`config.mk`:
```
export PLATFORM = sky130hd
export DESIGN_NAME = jtp_tap
export DESIGN_NICKNAME = d
export VERILOG_FILES = /design/src/jtp_pkg.sv /design/src/jtp_tap.sv /design/src/jtp_sync.sv /design/src/jtp_fifo.sv
export SDC_FILE = /design/constraint.sdc
export NUM_CORES = 1
export LEC_CHECK = 0
export BUFFER_PORTS_ARGS = -buffer_cell sky130_fd_sc_hd__buf_2
export CELL_PAD_IN_SITES_DETAIL_PLACEMENT = 2
export CELL_PAD_IN_SITES_GLOBAL_PLACEMENT = 2
export CORE_MARGIN = 4
export CORE_UTILIZATION = 42
export CTS_CLUSTER_SIZE = 14
export DETAILED_ROUTE_END_ITERATION = 7
export PLACE_DENSITY_LB_ADDON = 0.1
export SYNTH_ARGS = -nofsm -noshare
export SYNTH_HDL_FRONTEND = slang
export SYNTH_SLANG_ARGS = --single-unit
```
`constraint.sdc`:
```
create_clock -name clk_sys -period 2.8 [get_ports clk_sys]
set_input_delay 0.14 -clock clk_sys [delete_from_list [all_inputs] [get_ports clk_sys]]
set_output_delay 0.14 -clock clk_sys [all_outputs]
set_load 0.05 [all_outputs]
```
`src/jtp_pkg.sv`:
```
// Shared constants and types for the test access port block
package jtp_pkg;

    // ------------------------------------------------------------
    // Controller states
    // ------------------------------------------------------------
    typedef enum logic [3:0] {
        JTP_TLR    = 4'h0,
        JTP_RTI    = 4'h1,
        JTP_SEL_DR = 4'h2,
        JTP_CAP_DR = 4'h3,
        JTP_SH_DR  = 4'h4,
        JTP_EX1_DR = 4'h5,
        JTP_PAU_DR = 4'h6,
        JTP_EX2_DR = 4'h7,
        JTP_UPD_DR = 4'h8,
        JTP_SEL_IR = 4'h9,
        JTP_CAP_IR = 4'ha,
        JTP_SH_IR  = 4'hb,
        JTP_EX1_IR = 4'hc,
        JTP_PAU_IR = 4'hd,
        JTP_EX2_IR = 4'he,
        JTP_UPD_IR = 4'hf
    } jtp_state_t;

    // ------------------------------------------------------------
    // Instruction register
    // ------------------------------------------------------------
    localparam int JTP_IR_W = 4;
    localparam logic [3:0] JTP_IR_CAPTURE = 4'h1;
    localparam logic [3:0] JTP_IR_EXTEST = 4'h0;
    localparam logic [3:0] JTP_IR_IDCODE = 4'h1;
    localparam logic [3:0] JTP_IR_SAMPLE = 4'h2;
    localparam logic [3:0] JTP_IR_USER_DATA = 4'h3;
    localparam logic [3:0] JTP_IR_PROG_FIRST = 4'h4;
    localparam logic [3:0] JTP_IR_PROG_LAST = 4'h7;
    localparam logic [3:0] JTP_IR_DEBUG_FIRST = 4'h8;
    localparam logic [3:0] JTP_IR_DEBUG_LAST = 4'hb;
    localparam logic [3:0] JTP_IR_BYPASS = 4'hf;
    localparam logic [3:0] JTP_IR_RESET = JTP_IR_IDCODE;

    // ------------------------------------------------------------
    // Data registers and counts
    // ------------------------------------------------------------
    localparam int JTP_DR_W = 32;
    localparam int JTP_LEN_W = 6;
    localparam logic [5:0] JTP_LEN_IDCODE = 6'h20;
    localparam logic [5:0] JTP_LEN_BYPASS = 6'h01;
    localparam int JTP_TMS_CNT_W = 3;
    localparam logic [2:0] JTP_TLR_TMS_COUNT = 3'h5;

endpackage

```
`src/jtp_tap.sv`:
```
// Test access port: controller, instruction and data registers, serial output
`timescale 1ns/10ps
module jtp_tap
    import jtp_pkg::*;
#(
    parameter int BSR_W = 16,
    parameter int DATA_W = 8,
    parameter int FIFO_DEPTH = 8,
    // Identification value is arbitrary
    parameter logic [31:0] ID_VALUE = 32'h0a5c_3001
) (
    input wire logic clk_sys,
    input wire logic resetn,
    input wire logic test_port_enable_fuse,
    input wire logic pin_tck,
    input wire logic pin_tms,
    input wire logic pin_tdi,
    output logic pin_tdo_out,
    output logic pin_tdo_oe_n,
    output logic pull_up_en,
    output logic port_pins_gpio,
    input wire logic gpio_tdo_out,
    input wire logic gpio_tdo_oe_n,
    output logic test_logic_reset,
    output logic run_idle,
    output logic [3:0] instr,
    output logic extest_active,
    input wire logic [BSR_W-1:0] bsr_capture,
    output logic [BSR_W-1:0] bsr_update,
    output logic ext_sel,
    output logic debug_sel,
    output logic ext_capture,
    output logic ext_shift,
    output logic ext_update,
    output logic ext_tdi,
    input wire logic ext_tdo,
    output logic upd_valid,
    output logic [DATA_W-1:0] upd_data,
    input wire logic upd_ready
);

    // ------------------------------------------------------------
    // Decode functions
    // ------------------------------------------------------------
    function automatic logic is_debug(input logic [3:0] code);
        return (code >= JTP_IR_DEBUG_FIRST) && (code <= JTP_IR_DEBUG_LAST);
    endfunction
    function automatic logic is_ext(input logic [3:0] code);
        return is_debug(code) || ((code >= JTP_IR_PROG_FIRST) && (code <= JTP_IR_PROG_LAST));
    endfunction
    function automatic logic is_bsr(input logic [3:0] code);
        return (code == JTP_IR_EXTEST) || (code == JTP_IR_SAMPLE);
    endfunction
    function automatic logic [JTP_LEN_W-1:0] dr_length(input logic [3:0] code);
        return (code == JTP_IR_IDCODE) ? JTP_LEN_IDCODE : is_bsr(code) ? JTP_LEN_W'(BSR_W) :
               (code == JTP_IR_USER_DATA) ? JTP_LEN_W'(DATA_W) : JTP_LEN_BYPASS;
    endfunction
    // New bit enters at the far end of the active length, bit 0 leaves first
    function automatic logic [JTP_DR_W-1:0] shift_lsb(input logic [JTP_DR_W-1:0] sh,
                                                      input logic [JTP_LEN_W-1:0] len,
                                                      input logic din);
        logic [JTP_DR_W-1:0] r;
        r = sh >> 1;
        for (int i = 0; i < JTP_DR_W; i++) begin
            r[i] = (i == int'(len) - 1) ? din : r[i];
        end
        return r;
    endfunction

    // ------------------------------------------------------------
    // Pin synchronisers and TCK edge detection
    // ------------------------------------------------------------
    logic tck_s;
    logic tms_s;
    logic tdi_s;
    logic fuse_s;
    logic tck_d;
    jtp_sync #(.WIDTH(4)) u_sync (
        .clk_sys(clk_sys),
        .resetn(resetn),
        .in_async({test_port_enable_fuse, pin_tdi, pin_tms, pin_tck}),
        .out_sync({fuse_s, tdi_s, tms_s, tck_s})
    );
    always_ff @(posedge clk_sys or negedge resetn) begin
        if (!resetn) begin
            tck_d <= 1'b0;
        end else begin
            tck_d <= tck_s;
        end
    end
    wire tck_rise = tck_s && !tck_d;
    wire tck_fall = !tck_s && tck_d;

    // ------------------------------------------------------------
    // Controller state machine
    // ------------------------------------------------------------
    jtp_state_t state;
    jtp_state_t next_state;
    always_comb begin
        case (state)
            JTP_TLR: next_state = tms_s ? JTP_TLR : JTP_RTI;
            JTP_RTI: next_state = tms_s ? JTP_SEL_DR : JTP_RTI;
            JTP_SEL_DR: next_state = tms_s ? JTP_SEL_IR : JTP_CAP_DR;
            JTP_CAP_DR: next_state = tms_s ? JTP_EX1_DR : JTP_SH_DR;
            JTP_SH_DR: next_state = tms_s ? JTP_EX1_DR : JTP_SH_DR;
            JTP_EX1_DR: next_state = tms_s ? JTP_UPD_DR : JTP_PAU_DR;
            JTP_PAU_DR: next_state = tms_s ? JTP_EX2_DR : JTP_PAU_DR;
            JTP_EX2_DR: next_state = tms_s ? JTP_UPD_DR : JTP_SH_DR;
            JTP_UPD_DR: next_state = tms_s ? JTP_SEL_DR : JTP_RTI;
            JTP_SEL_IR: next_state = tms_s ? JTP_TLR : JTP_CAP_IR;
            JTP_CAP_IR: next_state = tms_s ? JTP_EX1_IR : JTP_SH_IR;
            JTP_SH_IR: next_state = tms_s ? JTP_EX1_IR : JTP_SH_IR;
            JTP_EX1_IR: next_state = tms_s ? JTP_UPD_IR : JTP_PAU_IR;
            JTP_PAU_IR: next_state = tms_s ? JTP_EX2_IR : JTP_PAU_IR;
            JTP_EX2_IR: next_state = tms_s ? JTP_UPD_IR : JTP_SH_IR;
            JTP_UPD_IR: next_state = tms_s ? JTP_SEL_DR : JTP_RTI;
            default: next_state = JTP_TLR;
        endcase
    end
    // Fuse off holds the controller in reset; no test reset pin exists
    always_ff @(posedge clk_sys or negedge resetn) begin
        if (!resetn) begin
            state <= JTP_TLR;
        end else if (!fuse_s) begin
            state <= JTP_TLR;
        end else if (tck_rise) begin
            state <= next_state;
        end
    end

    wire in_cap_dr = tck_rise && (state == JTP_CAP_DR);
    wire in_sh_dr = tck_rise && (state == JTP_SH_DR);
    wire in_upd_dr = tck_rise && (state == JTP_UPD_DR);
    wire sh_state = (state == JTP_SH_DR) || (state == JTP_SH_IR);

    // ------------------------------------------------------------
    // Instruction register
    // ------------------------------------------------------------
    logic [JTP_IR_W-1:0] ir_shift;
    always_ff @(posedge clk_sys or negedge resetn) begin
        if (!resetn) begin
            ir_shift <= JTP_IR_CAPTURE;
            instr <= JTP_IR_RESET;
        end else begin
            if (tck_rise && state == JTP_CAP_IR) begin
                ir_shift <= JTP_IR_CAPTURE;
            end else if (tck_rise && state == JTP_SH_IR) begin
                ir_shift <= {tdi_s, ir_shift[JTP_IR_W-1:1]};
            end
            if (state == JTP_TLR) begin
                instr <= JTP_IR_RESET;
            end else if (tck_rise && state == JTP_UPD_IR) begin
                instr <= ir_shift;
            end
        end
    end

    // ------------------------------------------------------------
    // Data register selection and capture
    // ------------------------------------------------------------
    logic [JTP_DR_W-1:0] dr_shift;
    logic lost;
    logic fifo_in_ready;
    wire sel_bsr = is_bsr(instr);
    wire sel_user = (instr == JTP_IR_USER_DATA);
    wire sel_ext = is_ext(instr);
    wire [JTP_LEN_W-1:0] dr_len = dr_length(instr);
    wire [JTP_DR_W-1:0] user_status = JTP_DR_W'({lost, !fifo_in_ready});
    wire [JTP_DR_W-1:0] dr_cap = (instr == JTP_IR_IDCODE) ? ID_VALUE :
                                 sel_bsr ? JTP_DR_W'(bsr_capture) :
                                 sel_user ? user_status : '0;
    wire user_push = in_upd_dr && sel_user && fifo_in_ready;
    wire user_drop = in_upd_dr && sel_user && !fifo_in_ready;
    always_ff @(posedge clk_sys or negedge resetn) begin
        if (!resetn) begin
            dr_shift <= '0;
        end else if (in_cap_dr) begin
            dr_shift <= dr_cap;
        end else if (in_sh_dr) begin
            dr_shift <= shift_lsb(dr_shift, dr_len, tdi_s);
        end
    end

    // A full FIFO refuses the update; the miss stays visible until next capture
    always_ff @(posedge clk_sys or negedge resetn) begin
        if (!resetn) begin
            lost <= 1'b0;
        end else if (user_drop) begin
            lost <= 1'b1;
        end else if (in_cap_dr && sel_user) begin
            lost <= 1'b0;
        end
    end

    always_ff @(posedge clk_sys or negedge resetn) begin
        if (!resetn) begin
            bsr_update <= '0;
        end else if (in_upd_dr && sel_bsr) begin
            bsr_update <= dr_shift[BSR_W-1:0];
        end
    end

    // ------------------------------------------------------------
    // External programming and debug chains
    // ------------------------------------------------------------
    always_ff @(posedge clk_sys or negedge resetn) begin
        if (!resetn) begin
            ext_capture <= 1'b0;
            ext_shift <= 1'b0;
            ext_update <= 1'b0;
            ext_tdi <= 1'b0;
            ext_sel <= 1'b0;
            debug_sel <= 1'b0;
        end else begin
            ext_capture <= in_cap_dr && sel_ext;
            ext_shift <= in_sh_dr && sel_ext;
            ext_update <= in_upd_dr && sel_ext;
            ext_tdi <= tdi_s;
            ext_sel <= sel_ext;
            debug_sel <= is_debug(instr);
        end
    end

    // ------------------------------------------------------------
    // Update FIFO toward user logic
    // ------------------------------------------------------------
    jtp_fifo #(.WIDTH(DATA_W), .DEPTH(FIFO_DEPTH)) u_fifo (
        .clk_sys(clk_sys),
        .resetn(resetn),
        .in_valid(user_push),
        .in_data(dr_shift[DATA_W-1:0]),
        .in_ready(fifo_in_ready),
        .out_valid(upd_valid),
        .out_data(upd_data),
        .out_ready(upd_ready)
    );

    // ------------------------------------------------------------
    // Serial output and pin mode
    // ------------------------------------------------------------
    wire tdo_bit = (state == JTP_SH_IR) ? ir_shift[0] : (sel_ext ? ext_tdo : dr_shift[0]);
    // Falling-edge launch gives the tester half a period of setup
    always_ff @(posedge clk_sys or negedge resetn) begin
        if (!resetn) begin
            pin_tdo_out <= 1'b0;
            pin_tdo_oe_n <= 1'b1;
        end else if (!fuse_s) begin
            pin_tdo_out <= gpio_tdo_out;
            pin_tdo_oe_n <= gpio_tdo_oe_n;
        end else if (tck_fall) begin
            pin_tdo_out <= tdo_bit;
            pin_tdo_oe_n <= !sh_state;
        end
    end

    always_ff @(posedge clk_sys or negedge resetn) begin
        if (!resetn) begin
            pull_up_en <= 1'b0;
            port_pins_gpio <= 1'b1;
            test_logic_reset <= 1'b1;
            run_idle <= 1'b0;
            extest_active <= 1'b0;
        end else begin
            pull_up_en <= fuse_s;
            port_pins_gpio <= !fuse_s;
            test_logic_reset <= (state == JTP_TLR);
            run_idle <= (state == JTP_RTI);
            extest_active <= (instr == JTP_IR_EXTEST);
        end
    end

    // ------------------------------------------------------------
    // Checks
    // ------------------------------------------------------------
    logic [JTP_TMS_CNT_W-1:0] tms_hi_cnt;
    always_ff @(posedge clk_sys or negedge resetn) begin
        if (!resetn) begin
            tms_hi_cnt <= '0;
        end else if (tck_rise) begin
            if (!tms_s) begin
                tms_hi_cnt <= '0;
            end else if (tms_hi_cnt != JTP_TLR_TMS_COUNT) begin
                tms_hi_cnt <= tms_hi_cnt + 1'b1;
            end
        end
    end
endmodule

```
`src/jtp_sync.sv`:
```
// Two flip-flop synchroniser for levels from outside the clock domain
`timescale 1ns/10ps
module jtp_sync #(
    parameter int WIDTH = 1
) (
    input wire logic clk_sys,
    input wire logic resetn,
    input wire logic [WIDTH-1:0] in_async,
    output logic [WIDTH-1:0] out_sync
);

    logic [WIDTH-1:0] meta;

    always_ff @(posedge clk_sys or negedge resetn) begin
        if (!resetn) begin
            meta <= '0;
            out_sync <= '0;
        end else begin
            meta <= in_async;
            out_sync <= meta;
        end
    end

endmodule

```
`src/jtp_fifo.sv`:
```
// Small FIFO with registered output stage, valid and ready on both sides
`timescale 1ns/10ps
module jtp_fifo #(
    parameter int WIDTH = 8,
    parameter int DEPTH = 8
) (
    input wire logic clk_sys,
    input wire logic resetn,
    input wire logic in_valid,
    input wire logic [WIDTH-1:0] in_data,
    output logic in_ready,
    output logic out_valid,
    output logic [WIDTH-1:0] out_data,
    input wire logic out_ready
);

    localparam int AW = (DEPTH > 1) ? $clog2(DEPTH) : 1;
    localparam int CW = $clog2(DEPTH + 1);
    localparam logic [CW-1:0] FULL = CW'(DEPTH);
    localparam logic [AW-1:0] LAST = AW'(DEPTH - 1);

    logic [WIDTH-1:0] mem [DEPTH];
    logic [AW-1:0] wr_ptr;
    logic [AW-1:0] rd_ptr;
    logic [CW-1:0] count;

    wire push = in_valid && in_ready;
    wire load_out = (count != '0) && (!out_valid || out_ready);
    assign in_ready = (count != FULL);

    always_ff @(posedge clk_sys) begin
        if (push) begin
            mem[wr_ptr] <= in_data;
        end
    end

    always_ff @(posedge clk_sys or negedge resetn) begin
        if (!resetn) begin
            wr_ptr <= '0;
            rd_ptr <= '0;
            count <= '0;
            out_valid <= 1'b0;
            out_data <= '0;
        end else begin
            if (push) begin
                wr_ptr <= (wr_ptr == LAST) ? '0 : wr_ptr + 1'b1;
            end
            if (load_out) begin
                rd_ptr <= (rd_ptr == LAST) ? '0 : rd_ptr + 1'b1;
                out_data <= mem[rd_ptr];
                out_valid <= 1'b1;
            end else if (out_ready) begin
                out_valid <= 1'b0;
            end
            count <= count + CW'(push) - CW'(load_out);
        end
    end

endmodule

```
==> summary.md <==
| Metric | Value |
|---|---|
| CP required | 3.14 ns |
| Ant. Diodes | 0 |
| Power Density | 751 nW/um^2 |
| Comb power frac | 15.9% |
| Main synth FF type | dfrtp_1 |
| Worst-Skew Late Latency | 0.43 ns |
| Clock slew at reported path FFs | 0.07 ns |
| Internal power | 4.50 mW |
| Worst VDD drop | 0.000607 V |
| Pins over their slew limit | 0 |
| Synthesis-to-layout area growth | 21.3% |
| Sequential power share | 44.4% |
| Sw frac | 28.5% |
| Syn Std Cell Area | 6910 um^2 |
| Register area share after synthesis | 64.8% |
| I/O pin cnt | 68 |
| Reg2reg start | instr[2]$_DFFE_PN0P_ |
| Clock share of power | 39.7% |
| Finish-stage setup viols | 0 |
| Core area | 16,000 um^2 |
| Total grt overflow | 0 |
| Crit Path Class | flop to flop |
| Global-route wire length before repair | 30,500 um |
| Routed WL | 19,000 um |
| Yosys warning total | 0 |
| Commonest non-fill, non-tap cells in the layout | dfrtp_1 (97), buf_2 (66), edfxtp_1 (64) |
| Reg2Reg Depth | 8 |
| Initial antenna violation count | 0 |
| Hold Path End | u_fifo.out_valid$_DFFE_PN0P_ |
| Resize count post-CTS | 0 |
| CP top delay family | adder cells |
| Cells after DPL | 774 |
| Syn avg cell area | 14.0 um^2 |
| Post-synthesis register bit count | 166 |
| Initial Util | 43.2% |
| Htree depth | 4 |
| Slew headroom | 39.6% |
| DP Worst Slack | 0.394 ns |
| Endpoints failing hold | 0 |
| Maxcap violations | 0 |
| Critical Path Source Type | flop |
| IO Port Bufs | 67 |
| Achievable frequency | 405 MHz |
| Post-layout util | 52.4% |
| Worst Tran Pin Value | 0.900 ns |
| Nature of the critical path endpoint | flop |
| Post-synth EDFFs | 64 |
| Placed wire-length estimate | 12,400 um |
| Syn Nets | 533 |
| Clk root buf | clkbuf_16 |
| PnR Total Power | 6.29 mW |
| Vert. Die Dim | 136 um |
| Buf/Inv on CP | 2 |
| CTS tree | done |
| First drt pass iteration count | 4 |
| Synth cell types | 60 |
| Die Wd | 136 um |
| Final GP Congestion | 0.764 |
| Crit-path max FO | 6 |
| RR Endpoint | u_fifo.count[2]$_DFF_PN0_ |
| Drt initial violations | 220 |
| Worst path depth | 8 |
| Tot GR Track Use | 22.1% |
| Largest net degree at the start of global routing | 61 |
| FFs w/ async S/R, synth | 61.4% |
| Post-route clock period utilization | 88.2% |
| Final min period | 2.47 ns |
| Share of cells above drive strength 1 | 27.3% |
| Vias in the first global route | 5,119 |
| Setup TNS | 0 ns |
| R2r setup slk | 0.33 ns |
| Via count | 4,501 |
| Via density | 5.46 |
| CP cell instances | inv_1 -> ha_1 -> nand3_1 -> nor4_4 -> ha_1 -> inv_1 -> fa_1 -> xnor2_1 |
| CTS Buf Count | 17 |
| Data arrival, critical path | 2.81 ns |
| Nets | 635 |
| RSZ-0062 raised after global routing | no |
| Antenna Nets Post-Route | 0 |
| Layout Skew | 0.0102 ns |
| Clock Sinks | 166 |
| Post-Syn Instances | 493 |
| Final non-filler cell total | 824 |
| Worst path max stage delay | 0.47 ns |
| Hold path depth | 3 |
| Worst setup margin | 0.330 ns |
| Leakage power | 3.70 nW |
| Max Root-Sink Buffers | 2 |
| WL/cell | 23.0 um |
| Hold Crit Start | upd_ready |
| Site Rows | 46 |
| Switching pwr | 1.80 mW |
| CP max-delay cell | nor4_4 |
| DRC viols | 0 |
| Status | completed |
| Die area | 18,600 um^2 |
| Most common cell after layout, fill and taps aside | dfrtp_1 |
| Min-Delay Path Class | input port to flop |
## power groups by stage
stage          Clock [mW]  Sequential [mW]  Combinational, mW
3_3_place_gp            0             2.83              0.923
4_1_cts              2.55             2.80               1.03
6_report             2.50             2.80               1.00
3_5_place_dp            0             2.85               1.00
2_1_floorplan           0             2.93              0.598
5_1_grt              2.68             2.81               1.11
## cell type report
type	count	area (um^2)
inverter	22	82.6
clock inverter	14	185
tap	216	270
sequential	166	4480
fill	1545	7620
clock buffer	18	439
timing repair buffer	108	691
multi-input combinational	280	2230
## worst min-delay path: cells and delay by family
kind / cells / cell delay [ns]
buffers and inverters: 1 / 0.08
AND/OR/NAND/NOR: 2 / 0.20
## per-stage QoR
step	hold WS, ns	instance area [um^2]
floorplan	-0.156	6910
global placement	0.247	7580
detailed placement	0.250	7580
CTS	0.0185	8380
global route	0.0454	8380
finish	0.0412	8380
## sequential cells by signal, indices dropped and copies added (netlist names), 8 cells and up
| name | cells |
|---|---|
| u_fifo.mem | 64 |
| u_fifo.out_data | 8 |
| bsr_update | 16 |
| dr_shift | 32 |
## per-layer routing
metal	vias to the layer above	part of all wire, %	GRT usage [%]
met3	20	2.2	3.70
met1	2397	41	27.0
met4	0	1.5	6.77
li1	2020	-	-
met5	-	0	0
met2	64	55	40.0
## logic make-up after synthesis
kind of cell    synth area share, %
simple gates                   9.34
flops                          64.8
fa+ha+maj                      2.64
mux                            11.3
compound gates                 8.67
xor+xnor                      0.380
buf+inv                        2.88
## worst max path at each step
stage                               startpoint                    endpoint  slack, ns
after floorplan           instr[2]$_DFFE_PN0P_  u_fifo.mem[0][0]$_DFFE_PP_       0.06
after global placement    instr[2]$_DFFE_PN0P_   u_fifo.count[2]$_DFF_PN0_       0.57
after detailed placement  instr[2]$_DFFE_PN0P_   u_fifo.count[2]$_DFF_PN0_       0.39
after CTS                 instr[2]$_DFFE_PN0P_   u_fifo.count[2]$_DFF_PN0_       0.30
after global routing      instr[2]$_DFFE_PN0P_   u_fifo.count[2]$_DFF_PN0_       0.12
final                     instr[2]$_DFFE_PN0P_   u_fifo.count[2]$_DFF_PN0_       0.33
## Yosys cell counts (9+ instances only)
| master | n | area share, % |
|---|---|---|
| a21oi_1 | 26 | 1.9 |
| a22oi_1 | 14 | 1.5 |
| clkbuf_1 | 15 | 0.81 |
| dfrtp_1 | 97 | 35 |
| edfxtp_1 | 64 | 28 |
| ha_1 | 13 | 2.4 |
| inv_1 | 20 | 1.1 |
| mux2_1 | 9 | 1.5 |
| mux2_4 | 13 | 2.8 |
| mux2i_1 | 11 | 1.6 |
| mux4_2 | 16 | 5.2 |
| nand2_1 | 38 | 2.1 |
| nand3_1 | 9 | 0.65 |
| nor2_1 | 28 | 1.5 |
| o21ai_1 | 16 | 1.2 |
## timing repair
| item | CTS | global route |
|---|---|---|
| hold buffers | 18 | 0 |
| buffers inserted | 0 | 0 |
| endpoints found under the hold margin | 73 | 0 |
No activity file was read; power rests on OpenSTA's default activity.
